===== src/core/tmw_pkg.sv =====
/*
  Shared constants and carriers for the 8-bit waveform timer.
  Assumes an APB master on clk_sys and a port block that resolves the two pins.
*/
package tmw_pkg;

  // ********************
  // Register indices; byte address is four times the index
  // ********************
  localparam logic [7:0] IDX_CTRL_A = 8'hB0;
  localparam logic [7:0] IDX_CTRL_B = 8'hB1;
  localparam logic [7:0] IDX_COUNT = 8'hB2;
  localparam logic [7:0] IDX_CMP_A = 8'hB3;
  localparam logic [7:0] IDX_CMP_B = 8'hB4;
  localparam logic [7:0] IDX_FLAGS = 8'hB7;
  localparam logic [7:0] IDX_PORT = 8'hB8;

  // ********************
  // Field positions
  // ********************
  localparam int A_MODE_A_HI = 7;
  localparam int A_MODE_A_LO = 6;
  localparam int A_MODE_B_HI = 5;
  localparam int A_MODE_B_LO = 4;
  localparam int A_WGM_HI = 1;
  localparam int B_FORCE_A = 7;
  localparam int B_FORCE_B = 6;
  localparam int B_WGM_TOP = 3;
  localparam int B_CS_HI = 2;
  localparam int F_OVF = 0;
  localparam int F_CMP_A = 1;
  localparam int F_CMP_B = 2;
  localparam int P_DIR_A = 0;
  localparam int P_DIR_B = 1;
  localparam int P_DAT_A = 2;
  localparam int P_DAT_B = 3;

  // ********************
  // Reset values and writable masks
  // ********************
  localparam logic [7:0] RST_BYTE = 8'h00;
  localparam logic [7:0] CTRL_A_MASK = 8'hF3;
  localparam logic [7:0] CTRL_B_MASK = 8'h0F;
  localparam logic [7:0] PORT_MASK = 8'h0F;
  localparam logic [7:0] FLAG_MASK = 8'h07;
  localparam logic [7:0] MAX_VAL = 8'hFF;
  localparam logic [7:0] BOTTOM_VAL = 8'h00;

  // ********************
  // Prescaler: tick when the low bits of a free counter are all ones
  // ********************
  localparam int PRE_W = 10;
  localparam logic [PRE_W-1:0] DIV1_MASK = 10'h000;
  localparam logic [PRE_W-1:0] DIV8_MASK = 10'h007;
  localparam logic [PRE_W-1:0] DIV32_MASK = 10'h01F;
  localparam logic [PRE_W-1:0] DIV64_MASK = 10'h03F;
  localparam logic [PRE_W-1:0] DIV128_MASK = 10'h07F;
  localparam logic [PRE_W-1:0] DIV256_MASK = 10'h0FF;
  localparam logic [PRE_W-1:0] DIV1024_MASK = 10'h3FF;

  typedef enum logic [2:0] {
    WG_NORMAL = 3'b000,
    WG_PC_FF = 3'b001,
    WG_CTC = 3'b010,
    WG_FAST_FF = 3'b011,
    WG_RSV4 = 3'b100,
    WG_PC_OCR = 3'b101,
    WG_RSV6 = 3'b110,
    WG_FAST_OCR = 3'b111
  } tmw_wgm_t;

  typedef struct packed {
    logic psel;
    logic penable;
    logic pwrite;
    logic [11:0] paddr;
    logic [31:0] pwdata;
  } tmw_apb_req_t;

  typedef struct packed {
    logic pready;
    logic pslverr;
    logic [31:0] prdata;
  } tmw_apb_rsp_t;

  typedef struct packed {
    logic [1:0] out;
    logic [1:0] oe;
    logic [1:0] override;
  } tmw_pins_t;

endpackage


===== src/core/tmw_timer.sv =====
/*
  8-bit timer with two compare channels, waveform modes and an APB register file.
  Assumes one clock, an APB master that holds its request until pready, and
  a port block that drives each pin from out while oe is high.
*/
// The APB interface to the registers was left to the implementer.
`timescale 1ns/100ps

// Functional notes
// - Nonzero channel B mode takes the pin; driver enabled only with direction set.
// - Non-PWM channel B: 00 off, 01 toggle, 10 clear, 11 set on match.
// - Fast PWM channel B: 10 clear match set TOP, 11 inverse, 01 reserved.
// - Compare equal TOP with high mode bit: match ignored, TOP action kept.
// - Phase correct channel B: 10 clear up set down, 11 inverse, 01 reserved.
// - Reserved bits of both control registers read zero.
// - Mode is two control A bits plus one control B bit; 4 and 6 reserved.
// - TOP is 0xFF in modes 0,1,3 and compare A in modes 2,5,7.
// - Compare update immediate or at TOP; overflow at MAX, BOTTOM or TOP.
// - In non-PWM modes the force bit applies an immediate match action per current output mode.
// - Force sets no flag, clears no counter, and reads back zero.
// - Clock select 001 undivided, 010..111 divide by 8,32,64,128,256,1024.
// - Clock select 000 stops the counter.
// - Counter register is directly readable and writable.
// - A counter write blocks compare match on the next timer tick.
// - Compare A is compared continuously; match sets flag or drives output A.
// - Compare B is compared continuously; match sets flag or drives output B.
// - PWM channel A mode 01 toggles on match when top mode bit set.
module tmw_timer (
  input wire logic clk_sys,
  input wire logic arst_n,
  input wire tmw_pkg::tmw_apb_req_t apbReq,
  output tmw_pkg::tmw_apb_rsp_t apbRsp,
  output tmw_pkg::tmw_pins_t pins,
  output logic [2:0] flags
);
  import tmw_pkg::*;

  // ********************
  // Registers
  // ********************
  logic [7:0] ctrlA_q;
  logic [7:0] ctrlB_q;
  logic [7:0] count_q;
  logic [7:0] cmpBuf_q [2];
  logic [7:0] cmpAct_q [2];
  logic [7:0] port_q;
  logic [2:0] flag_q;
  logic countDown_q;
  logic blockMatch_q;
  logic [PRE_W-1:0] pre_q;
  logic [1:0] wave_q;
  tmw_pins_t pins_q;
  tmw_apb_rsp_t rsp_q;

  // ********************
  // Bus decode
  // ********************
  logic access;
  logic doWrite;
  logic [7:0] idx;
  logic [7:0] wbyte;
  logic mapped;
  assign access = apbReq.psel & apbReq.penable;
  assign doWrite = access & apbReq.pwrite & rsp_q.pready & mapped;
  assign idx = apbReq.paddr[9:2];
  assign wbyte = apbReq.pwdata[7:0];
  assign mapped = (apbReq.paddr[11:10] == 2'b00) && (apbReq.paddr[1:0] == 2'b00) &&
                  (idx == IDX_CTRL_A || idx == IDX_CTRL_B || idx == IDX_COUNT ||
                   idx == IDX_CMP_A || idx == IDX_CMP_B || idx == IDX_FLAGS ||
                   idx == IDX_PORT);

  // ********************
  // Mode decode
  // ********************
  tmw_wgm_t wgm;
  logic isPc;
  logic isFast;
  logic nonPwm;
  logic [7:0] topVal;
  logic [1:0] chMode [2];
  assign wgm = tmw_wgm_t'({ctrlB_q[B_WGM_TOP], ctrlA_q[A_WGM_HI:0]});
  assign isPc = (wgm == WG_PC_FF) || (wgm == WG_PC_OCR);
  assign isFast = (wgm == WG_FAST_FF) || (wgm == WG_FAST_OCR);
  assign nonPwm = (wgm == WG_NORMAL) || (wgm == WG_CTC);
  assign topVal = (wgm == WG_CTC || wgm == WG_PC_OCR || wgm == WG_FAST_OCR) ?
                  cmpAct_q[0] : MAX_VAL;
  assign chMode[0] = ctrlA_q[A_MODE_A_HI:A_MODE_A_LO];
  assign chMode[1] = ctrlA_q[A_MODE_B_HI:A_MODE_B_LO];

  // ********************
  // Prescaler
  // ********************
  logic [PRE_W-1:0] preMask;
  logic tick;
  always_comb begin
    unique case (ctrlB_q[B_CS_HI:0])
      3'b001: preMask = DIV1_MASK;
      3'b010: preMask = DIV8_MASK;
      3'b011: preMask = DIV32_MASK;
      3'b100: preMask = DIV64_MASK;
      3'b101: preMask = DIV128_MASK;
      3'b110: preMask = DIV256_MASK;
      3'b111: preMask = DIV1024_MASK;
      default: preMask = DIV1_MASK;
    endcase
  end
  assign tick = (ctrlB_q[B_CS_HI:0] != 3'b000) && ((pre_q & preMask) == preMask);

  always_ff @(posedge clk_sys or negedge arst_n) begin
    if (!arst_n) begin
      pre_q <= '0;
    end else begin
      pre_q <= pre_q + 1'b1;
    end
  end

  // ********************
  // Counter
  // ********************
  logic atTop;
  logic atBottom;
  logic countWr;
  assign atTop = (count_q == topVal);
  assign atBottom = (count_q == BOTTOM_VAL);
  assign countWr = doWrite && idx == IDX_COUNT;

  always_ff @(posedge clk_sys or negedge arst_n) begin
    if (!arst_n) begin
      count_q <= RST_BYTE;
      countDown_q <= 1'b0;
    end else if (countWr) begin
      count_q <= wbyte;
    end else if (tick) begin
      if (isPc) begin
        if (!countDown_q && atTop) begin
          countDown_q <= 1'b1;
          count_q <= count_q - 1'b1;
        end else if (countDown_q && atBottom) begin
          countDown_q <= 1'b0;
          count_q <= count_q + 1'b1;
        end else begin
          count_q <= countDown_q ? count_q - 1'b1 : count_q + 1'b1;
        end
      end else if ((wgm == WG_CTC || isFast) && atTop) begin
        count_q <= BOTTOM_VAL;
        countDown_q <= 1'b0;
      end else begin
        count_q <= count_q + 1'b1;
        countDown_q <= 1'b0;
      end
    end
  end

  always_ff @(posedge clk_sys or negedge arst_n) begin
    if (!arst_n) begin
      blockMatch_q <= 1'b0;
    end else if (countWr) begin
      blockMatch_q <= 1'b1;
    end else if (tick) begin
      blockMatch_q <= 1'b0;
    end
  end

  // ********************
  // Compare channels
  // ********************
  logic [1:0] match;
  logic [1:0] forceHit;
  logic tickTop;
  logic ovfEvent;
  assign tickTop = tick && atTop;
  assign forceHit[0] = doWrite && idx == IDX_CTRL_B && wbyte[B_FORCE_A] && nonPwm;
  assign forceHit[1] = doWrite && idx == IDX_CTRL_B && wbyte[B_FORCE_B] && nonPwm;
  assign ovfEvent = tick && (isPc ? (countDown_q && atBottom) :
                    (wgm == WG_FAST_OCR) ? atTop : (count_q == MAX_VAL));

  for (genvar c = 0; c < 2; c++) begin : g_ch
    logic cmpWr;
    logic eqTop;
    logic [7:0] cmpIdx;
    assign cmpIdx = (c == 0) ? IDX_CMP_A : IDX_CMP_B;
    assign cmpWr = doWrite && idx == cmpIdx;
    assign match[c] = tick && !blockMatch_q && (count_q == cmpAct_q[c]);
    assign eqTop = (cmpAct_q[c] == topVal) && chMode[c][1];

    always_ff @(posedge clk_sys or negedge arst_n) begin
      if (!arst_n) begin
        cmpBuf_q[c] <= RST_BYTE;
        cmpAct_q[c] <= RST_BYTE;
      end else begin
        if (cmpWr) begin
          cmpBuf_q[c] <= wbyte;
        end
        if (cmpWr && !(isPc || isFast)) begin
          cmpAct_q[c] <= wbyte;
        end else if (tickTop && (isPc || isFast)) begin
          cmpAct_q[c] <= cmpBuf_q[c];
        end
      end
    end

    always_ff @(posedge clk_sys or negedge arst_n) begin
      if (!arst_n) begin
        wave_q[c] <= 1'b0;
      end else if (forceHit[c] || (match[c] && nonPwm)) begin
        unique case (chMode[c])
          2'b01: wave_q[c] <= ~wave_q[c];
          2'b10: wave_q[c] <= 1'b0;
          2'b11: wave_q[c] <= 1'b1;
          default: wave_q[c] <= wave_q[c];
        endcase
      end else if (isFast) begin
        if (chMode[c][1] && tickTop) begin
          wave_q[c] <= ~chMode[c][0];
        end else if (chMode[c][1] && match[c] && !eqTop) begin
          wave_q[c] <= chMode[c][0];
        end else if (c == 0 && chMode[c] == 2'b01 && wgm[2] && match[c]) begin
          wave_q[c] <= ~wave_q[c];
        end
      end else if (isPc) begin
        if (chMode[c][1] && eqTop && tickTop) begin
          wave_q[c] <= ~chMode[c][0];
        end else if (chMode[c][1] && match[c] && !eqTop) begin
          wave_q[c] <= countDown_q ? ~chMode[c][0] : chMode[c][0];
        end else if (c == 0 && chMode[c] == 2'b01 && wgm[2] && match[c]) begin
          wave_q[c] <= ~wave_q[c];
        end
      end
    end

    always_ff @(posedge clk_sys or negedge arst_n) begin
      if (!arst_n) begin
        pins_q.out[c] <= 1'b0;
        pins_q.oe[c] <= 1'b0;
        pins_q.override[c] <= 1'b0;
      end else begin
        pins_q.override[c] <= chMode[c] != 2'b00;
        pins_q.out[c] <= (chMode[c] != 2'b00) ? wave_q[c] : port_q[P_DAT_A + c];
        pins_q.oe[c] <= port_q[P_DIR_A + c];
      end
    end
  end

  // ********************
  // Flags: set wins over a write-one clear
  // ********************
  logic [2:0] flagSet;
  logic [2:0] flagClr;
  assign flagSet = {match[1], match[0] && nonPwm || match[0], ovfEvent};
  assign flagClr = (doWrite && idx == IDX_FLAGS) ? wbyte[2:0] : 3'b000;

  always_ff @(posedge clk_sys or negedge arst_n) begin
    if (!arst_n) begin
      flag_q <= 3'b000;
    end else begin
      flag_q <= flagSet | (flag_q & ~flagClr);
    end
  end

  // ********************
  // Control and port registers
  // ********************
  always_ff @(posedge clk_sys or negedge arst_n) begin
    if (!arst_n) begin
      ctrlA_q <= RST_BYTE;
      ctrlB_q <= RST_BYTE;
      port_q <= RST_BYTE;
    end else if (doWrite) begin
      if (idx == IDX_CTRL_A) begin
        ctrlA_q <= wbyte & CTRL_A_MASK;
      end
      if (idx == IDX_CTRL_B) begin
        ctrlB_q <= wbyte & CTRL_B_MASK;
      end
      if (idx == IDX_PORT) begin
        port_q <= wbyte & PORT_MASK;
      end
    end
  end

  // ********************
  // APB response: one wait state, registered
  // ********************
  logic [7:0] rbyte;
  always_comb begin
    rbyte = 8'h00;
    if (idx == IDX_CTRL_A) begin
      rbyte = ctrlA_q;
    end else if (idx == IDX_CTRL_B) begin
      rbyte = ctrlB_q;
    end else if (idx == IDX_COUNT) begin
      rbyte = count_q;
    end else if (idx == IDX_CMP_A) begin
      rbyte = cmpBuf_q[0];
    end else if (idx == IDX_CMP_B) begin
      rbyte = cmpBuf_q[1];
    end else if (idx == IDX_FLAGS) begin
      rbyte = {5'b0_0000, flag_q};
    end else if (idx == IDX_PORT) begin
      rbyte = port_q;
    end
  end

  always_ff @(posedge clk_sys or negedge arst_n) begin
    if (!arst_n) begin
      rsp_q <= '0;
    end else begin
      rsp_q.pready <= access && !rsp_q.pready;
      rsp_q.pslverr <= access && !rsp_q.pready && !mapped;
      rsp_q.prdata <= (access && !rsp_q.pready && mapped && !apbReq.pwrite) ?
                      {24'h00_0000, rbyte} : 32'h0000_0000;
    end
  end

  assign apbRsp = rsp_q;
  assign pins = pins_q;
  assign flags = flag_q;
endmodule // tmw_timer


===== config.mk =====
export PLATFORM = sky130hd
export DESIGN_NAME = tmw_timer
export DESIGN_NICKNAME = d
export VERILOG_FILES = /design/src/core/tmw_pkg.sv /design/src/core/tmw_timer.sv
export SDC_FILE = /design/constraint.sdc
export NUM_CORES = 1
export LEC_CHECK = 0
export BUFFER_PORTS_ARGS = -buffer_cell sky130_fd_sc_hd__clkbuf_2
export CORE_MARGIN = 8
export CORE_UTILIZATION = 40
export CTS_CLUSTER_DIAMETER = 100
export DETAILED_ROUTE_END_ITERATION = 12
export GPL_TIMING_DRIVEN = 0
export PLACE_DENSITY_LB_ADDON = 0.1
export SYNTH_ARGS = -nofsm -noshare
export SYNTH_HDL_FRONTEND = slang
export SYNTH_SLANG_ARGS = --single-unit
export TNS_END_PERCENT = 30

===== constraint.sdc =====
create_clock -name clk_sys -period 2.7 [get_ports clk_sys]
set_input_delay 0.27 -clock clk_sys [delete_from_list [all_inputs] [get_ports clk_sys]]
set_output_delay 0.27 -clock clk_sys [all_outputs]
set_load 0.05 [all_outputs]

==> flow_summary.json <==
{
  "place_inst": 824,
  "period_needed_ns": 2.76,
  "worstPathArrival_ns": 3.00,
  "criticalPathCategory": "reg -> reg",
  "post_layout_nonfiller_instances": 862,
  "worst-slew-pin-transition_ns": 0.891,
  "fillCellCount": 1282,
  "synth_compound_gate_area_share_pct": 17.5,
  "drv_slew": 0,
  "vias_per_cell": 5.95,
  "sum_of_buffers_and_inverters_on_the_critical_path": 3,
  "ys_seq_area_share_pct": 40.1,
  "final_core_utilization_pct": 51.9,
  "cts_tree": "yes",
  "crit_path_cell_trace": "buf_6, or3b_4, buf_2, a311oi_2, nor3_2, nor4_4, buf_4, nor2_2, a311oi_2, a22oi_2, mux2_4",
  "timing.final.hold_violations": 0,
  "drv.max_cap_violation_count": 0,
  "routed-via-count": 5125,
  "critical_path.startpoint_type": "flop",
  "timing.final.setup_violations": 6,
  "endpoint_kind": "flop",
  "cts.sinks": 87,
  "grt_antenna_before_repair": 0,
  "average_footprint_of_a_synthesized_cell_um2": 9.29,
  "yosys_most_used_dff": "sky130_fd_sc_hd__dfrtp_1",
  "setup_repair_after_global_routing_missed_its_margin": "yes",
  "grt_max_degree": 46,
  "number_of_drc_violations_after_detailed_routing": 0,
  "dieHeight_um": 132,
  "yosysTopAreaCell": "sky130_fd_sc_hd__dfrtp_1",
  "area.growth.synth_to_final_pct": 26.6,
  "muxShareOfSynthArea_pct": 9.71,
  "post_synth_instance_area_um2": 5430,
  "finalWirelength_um": 18300,
  "groute.usage.overall_pct": 20.4,
  "post_drt_wl_per_cell_um": 21.3,
  "status": "finished with violations",
  "yosys.area_share.adder_pct": 0.692,
  "crit_required_ns": 2.94,
  "largest_family_of_logic_cells_by_synthesized_area": "simple AND/OR/NAND/NOR gates",
  "critical_path_s_slowest_cell": "sky130_fd_sc_hd__dfrtp_1",
  "nets": 733,
  "synthTopCellsByCount": "sky130_fd_sc_hd__dfrtp_1, sky130_fd_sc_hd__nand2_1, sky130_fd_sc_hd__nor2_1",
  "number_of_global_route_vias_before_repair": 4904,
  "grt_overflow_total": 0,
  "fp.dieArea_um2": 17500,
  "synth_edf_count": 0,
  "clock_tree.root_cell": "sky130_fd_sc_hd__clkbuf_16",
  "synthMostInstantiatedCell": "sky130_fd_sc_hd__dfrtp_1",
  "cts-root-to-sink-buffers": 2,
  "flops_latches_synth": 87,
  "maxSlewHeadroom_pct": 40.5,
  "failing_checks": "negative setup slack",
  "worstPathMaxFanout": 6,
  "fin_ws_ns": -0.0631,
  "core_area_um2": 13200,
  "irDropWorstVdd_v": 0.000389,
  "worstSkewPairLatency_ns": 0.35,
  "drt_first_iter_violations": 450,
  "dpl.hpwl_um": 12700,
  "route.antenna.remaining_nets": 0,
  "yosys_warnings": 0,
  "antenna-diode-count": 0,
  "yosysTopAreaCellShare_pct": 40.1,
  "cellLeakagePower_nw": 3.05,
  "worst_hold_path_type": "in -> reg",
  "die-width_um": 132,
  "simple_logic_cell_fraction_of_the_synthesized_area_pct": 19.8,
  "cts_inserted_buffers": 9,
  "floorplan.rows": 42,
  "crit_top_cell": "sky130_fd_sc_hd__a311oi_2",
  "synth_async_sr_flop_share_pct": 100,
  "start_util_pct": 41.0,
  "first_pass_grt_wire_length_um": 28400,
  "post_synthesis_share_of_cell_area_spent_on_xor_and_xnor_gates_pct": 4.68,
  "synthesis.instances": 584,
  "yosys-top-cells-area": "sky130_fd_sc_hd__dfrtp_1, sky130_fd_sc_hd__mux2_2, sky130_fd_sc_hd__nand2_1",
  "path_delay_family": "simple AND/OR/NAND/NOR gates",
  "timing.critical_path.slowest_cell_delay_ns": 0.38,
  "yosysUniqueCellTypes": 69,
  "clock_pin_slew_of_the_registers_on_the_worst_case_setup_and_hold_paths_ns": 0.06,
  "cts_max_level": 3,
  "globalplace.congestion": 0.882,
  "first_pass_iters": 5,
  "power_density_nw_per_um2": 418,
  "buffer_ports.inserted": 40,
  "io-pin-count": 92,
  "timing.fmax_mhz": 362,
  "fin_worst_skew_ns": 0.00746,
  "timing.final.crit_share_pct": 102,
  "post_route_cells_drive_above_1_share_pct": 29.7
}
-- area by class of cell --
type	instances	area (um^2)	share of cell area, %
Multi-Input combinational cell	444	3270	47.6
Sequential cell	87	2180	31.7
Timing Repair Buffer	63	445	6.48
Buffer	55	358	5.21
Clock buffer	11	253	3.68
Tap cell	176	220	3.21
Inverter	21	81.3	1.18
Clock inverter	5	63.8	0.929
-- sequential cells by signal, summed over array words and instances, names as in the netlist --
signal and count:
wave_q 2, pins 6, flags 3, apbRsp 10
ctrlB_q 4, port_q 4, blockMatch_q 1, count_q 8
cmpAct_q 16, cmpBuf_q 16, ctrlA_q 6, pre_q 10
countDown_q 1
-- routing by layer --
layer | vias to the layer above | GRT usage, % | routed length (um)
met5 | - | 0 | 0
met4 | 0 | 9.21 | 561
met3 | 44 | 3.63 | 1330
met2 | 257 | 32.2 | 8590
met1 | 2516 | 26.8 | 7850
li1 | 2308 | - | -
-- cell usage in the layout, fill, tap and decap left out, drive strengths merged, types with 14 or more instances in the layout --
master,n
mux2i,14
nand2,53
nor2,37
a21oi,22
clkbuf,73
nor3,31
o21ai,23
a22oi,16
xnor2,22
conb,24
dfrtp,87
inv,22
mux2,34
buf,55
nand3,27
-- worst min-delay path, cell delays in order --
cell,delay (ns)
sky130_fd_sc_hd__clkbuf_2,0.09
sky130_fd_sc_hd__nand2_1,0.07
sky130_fd_sc_hd__nor2_1,0.05
-- logic make-up (layout without fill, tap and decap cells) --
kind of cell             count (synthesis)  after routing
AO/OA/AOI/OAI                          132            133
other                                    1             24
AND/OR/NAND/NOR                        206            207
buffers and inverters                   78            155
multiplexers                            48             48
XOR/XNOR                                29             29
adder cells (fa/ha/maj)                  3              3
flip-flops                              87             87
-- stage by stage --
stage          setup slack, ns  cell area [um^2]  TNS, ns  hold slack, ns  total power, mW
5_1_grt                 -0.192              6870    -1.37           0.209             2.95
2_1_floorplan           0.0377              5510        0         -0.0256             1.47
3_3_place_gp            -0.543              5930    -9.66           0.412             1.54
6_report               -0.0631              6870   -0.233           0.163             2.87
3_5_place_dp            -0.559              5960   -10.79           0.376             1.55
4_1_cts                -0.0696              6540   -0.130           0.153             2.88
-- power by group --
part	leakage [nW]	total, mW	internal (mW)	switching [mW]
clock	0.152	1.35	0.775	0.570
combinational	1.79	0.219	0.0544	0.165
sequential	1.11	1.31	1.30	0.00107
-- path summary, 6_finish.rpt --
kind	startpoint	end	slack, ns	depth (start not counted)
worst min register to register	port_q[0]	pins[2]	0.41	0
max in group asynchronous	arst_n	count_q[1]	1.51	3
worst max register to register	ctrlB_q[3]	wave_q[1]	-0.06	11
worst min-delay path	apbReq[45]	apbRsp[33]	0.16	3
worst max-delay path	ctrlB_q[3]	wave_q[1]	-0.06	11
min in group asynchronous	arst_n	port_q[1]	0.51	2
-- repair_timing --
item | CTS | global route
endpoints found under the hold margin | 18 | 0
gates resized for setup | 40 | 52
hold buffers | 1 | 0
pin swaps | 11 | 23
endpoints found under the setup margin | 27 | 27
setup buffers | 10 | 9
gates cloned | 2 | 2
(Power assumes the default switching activity.)
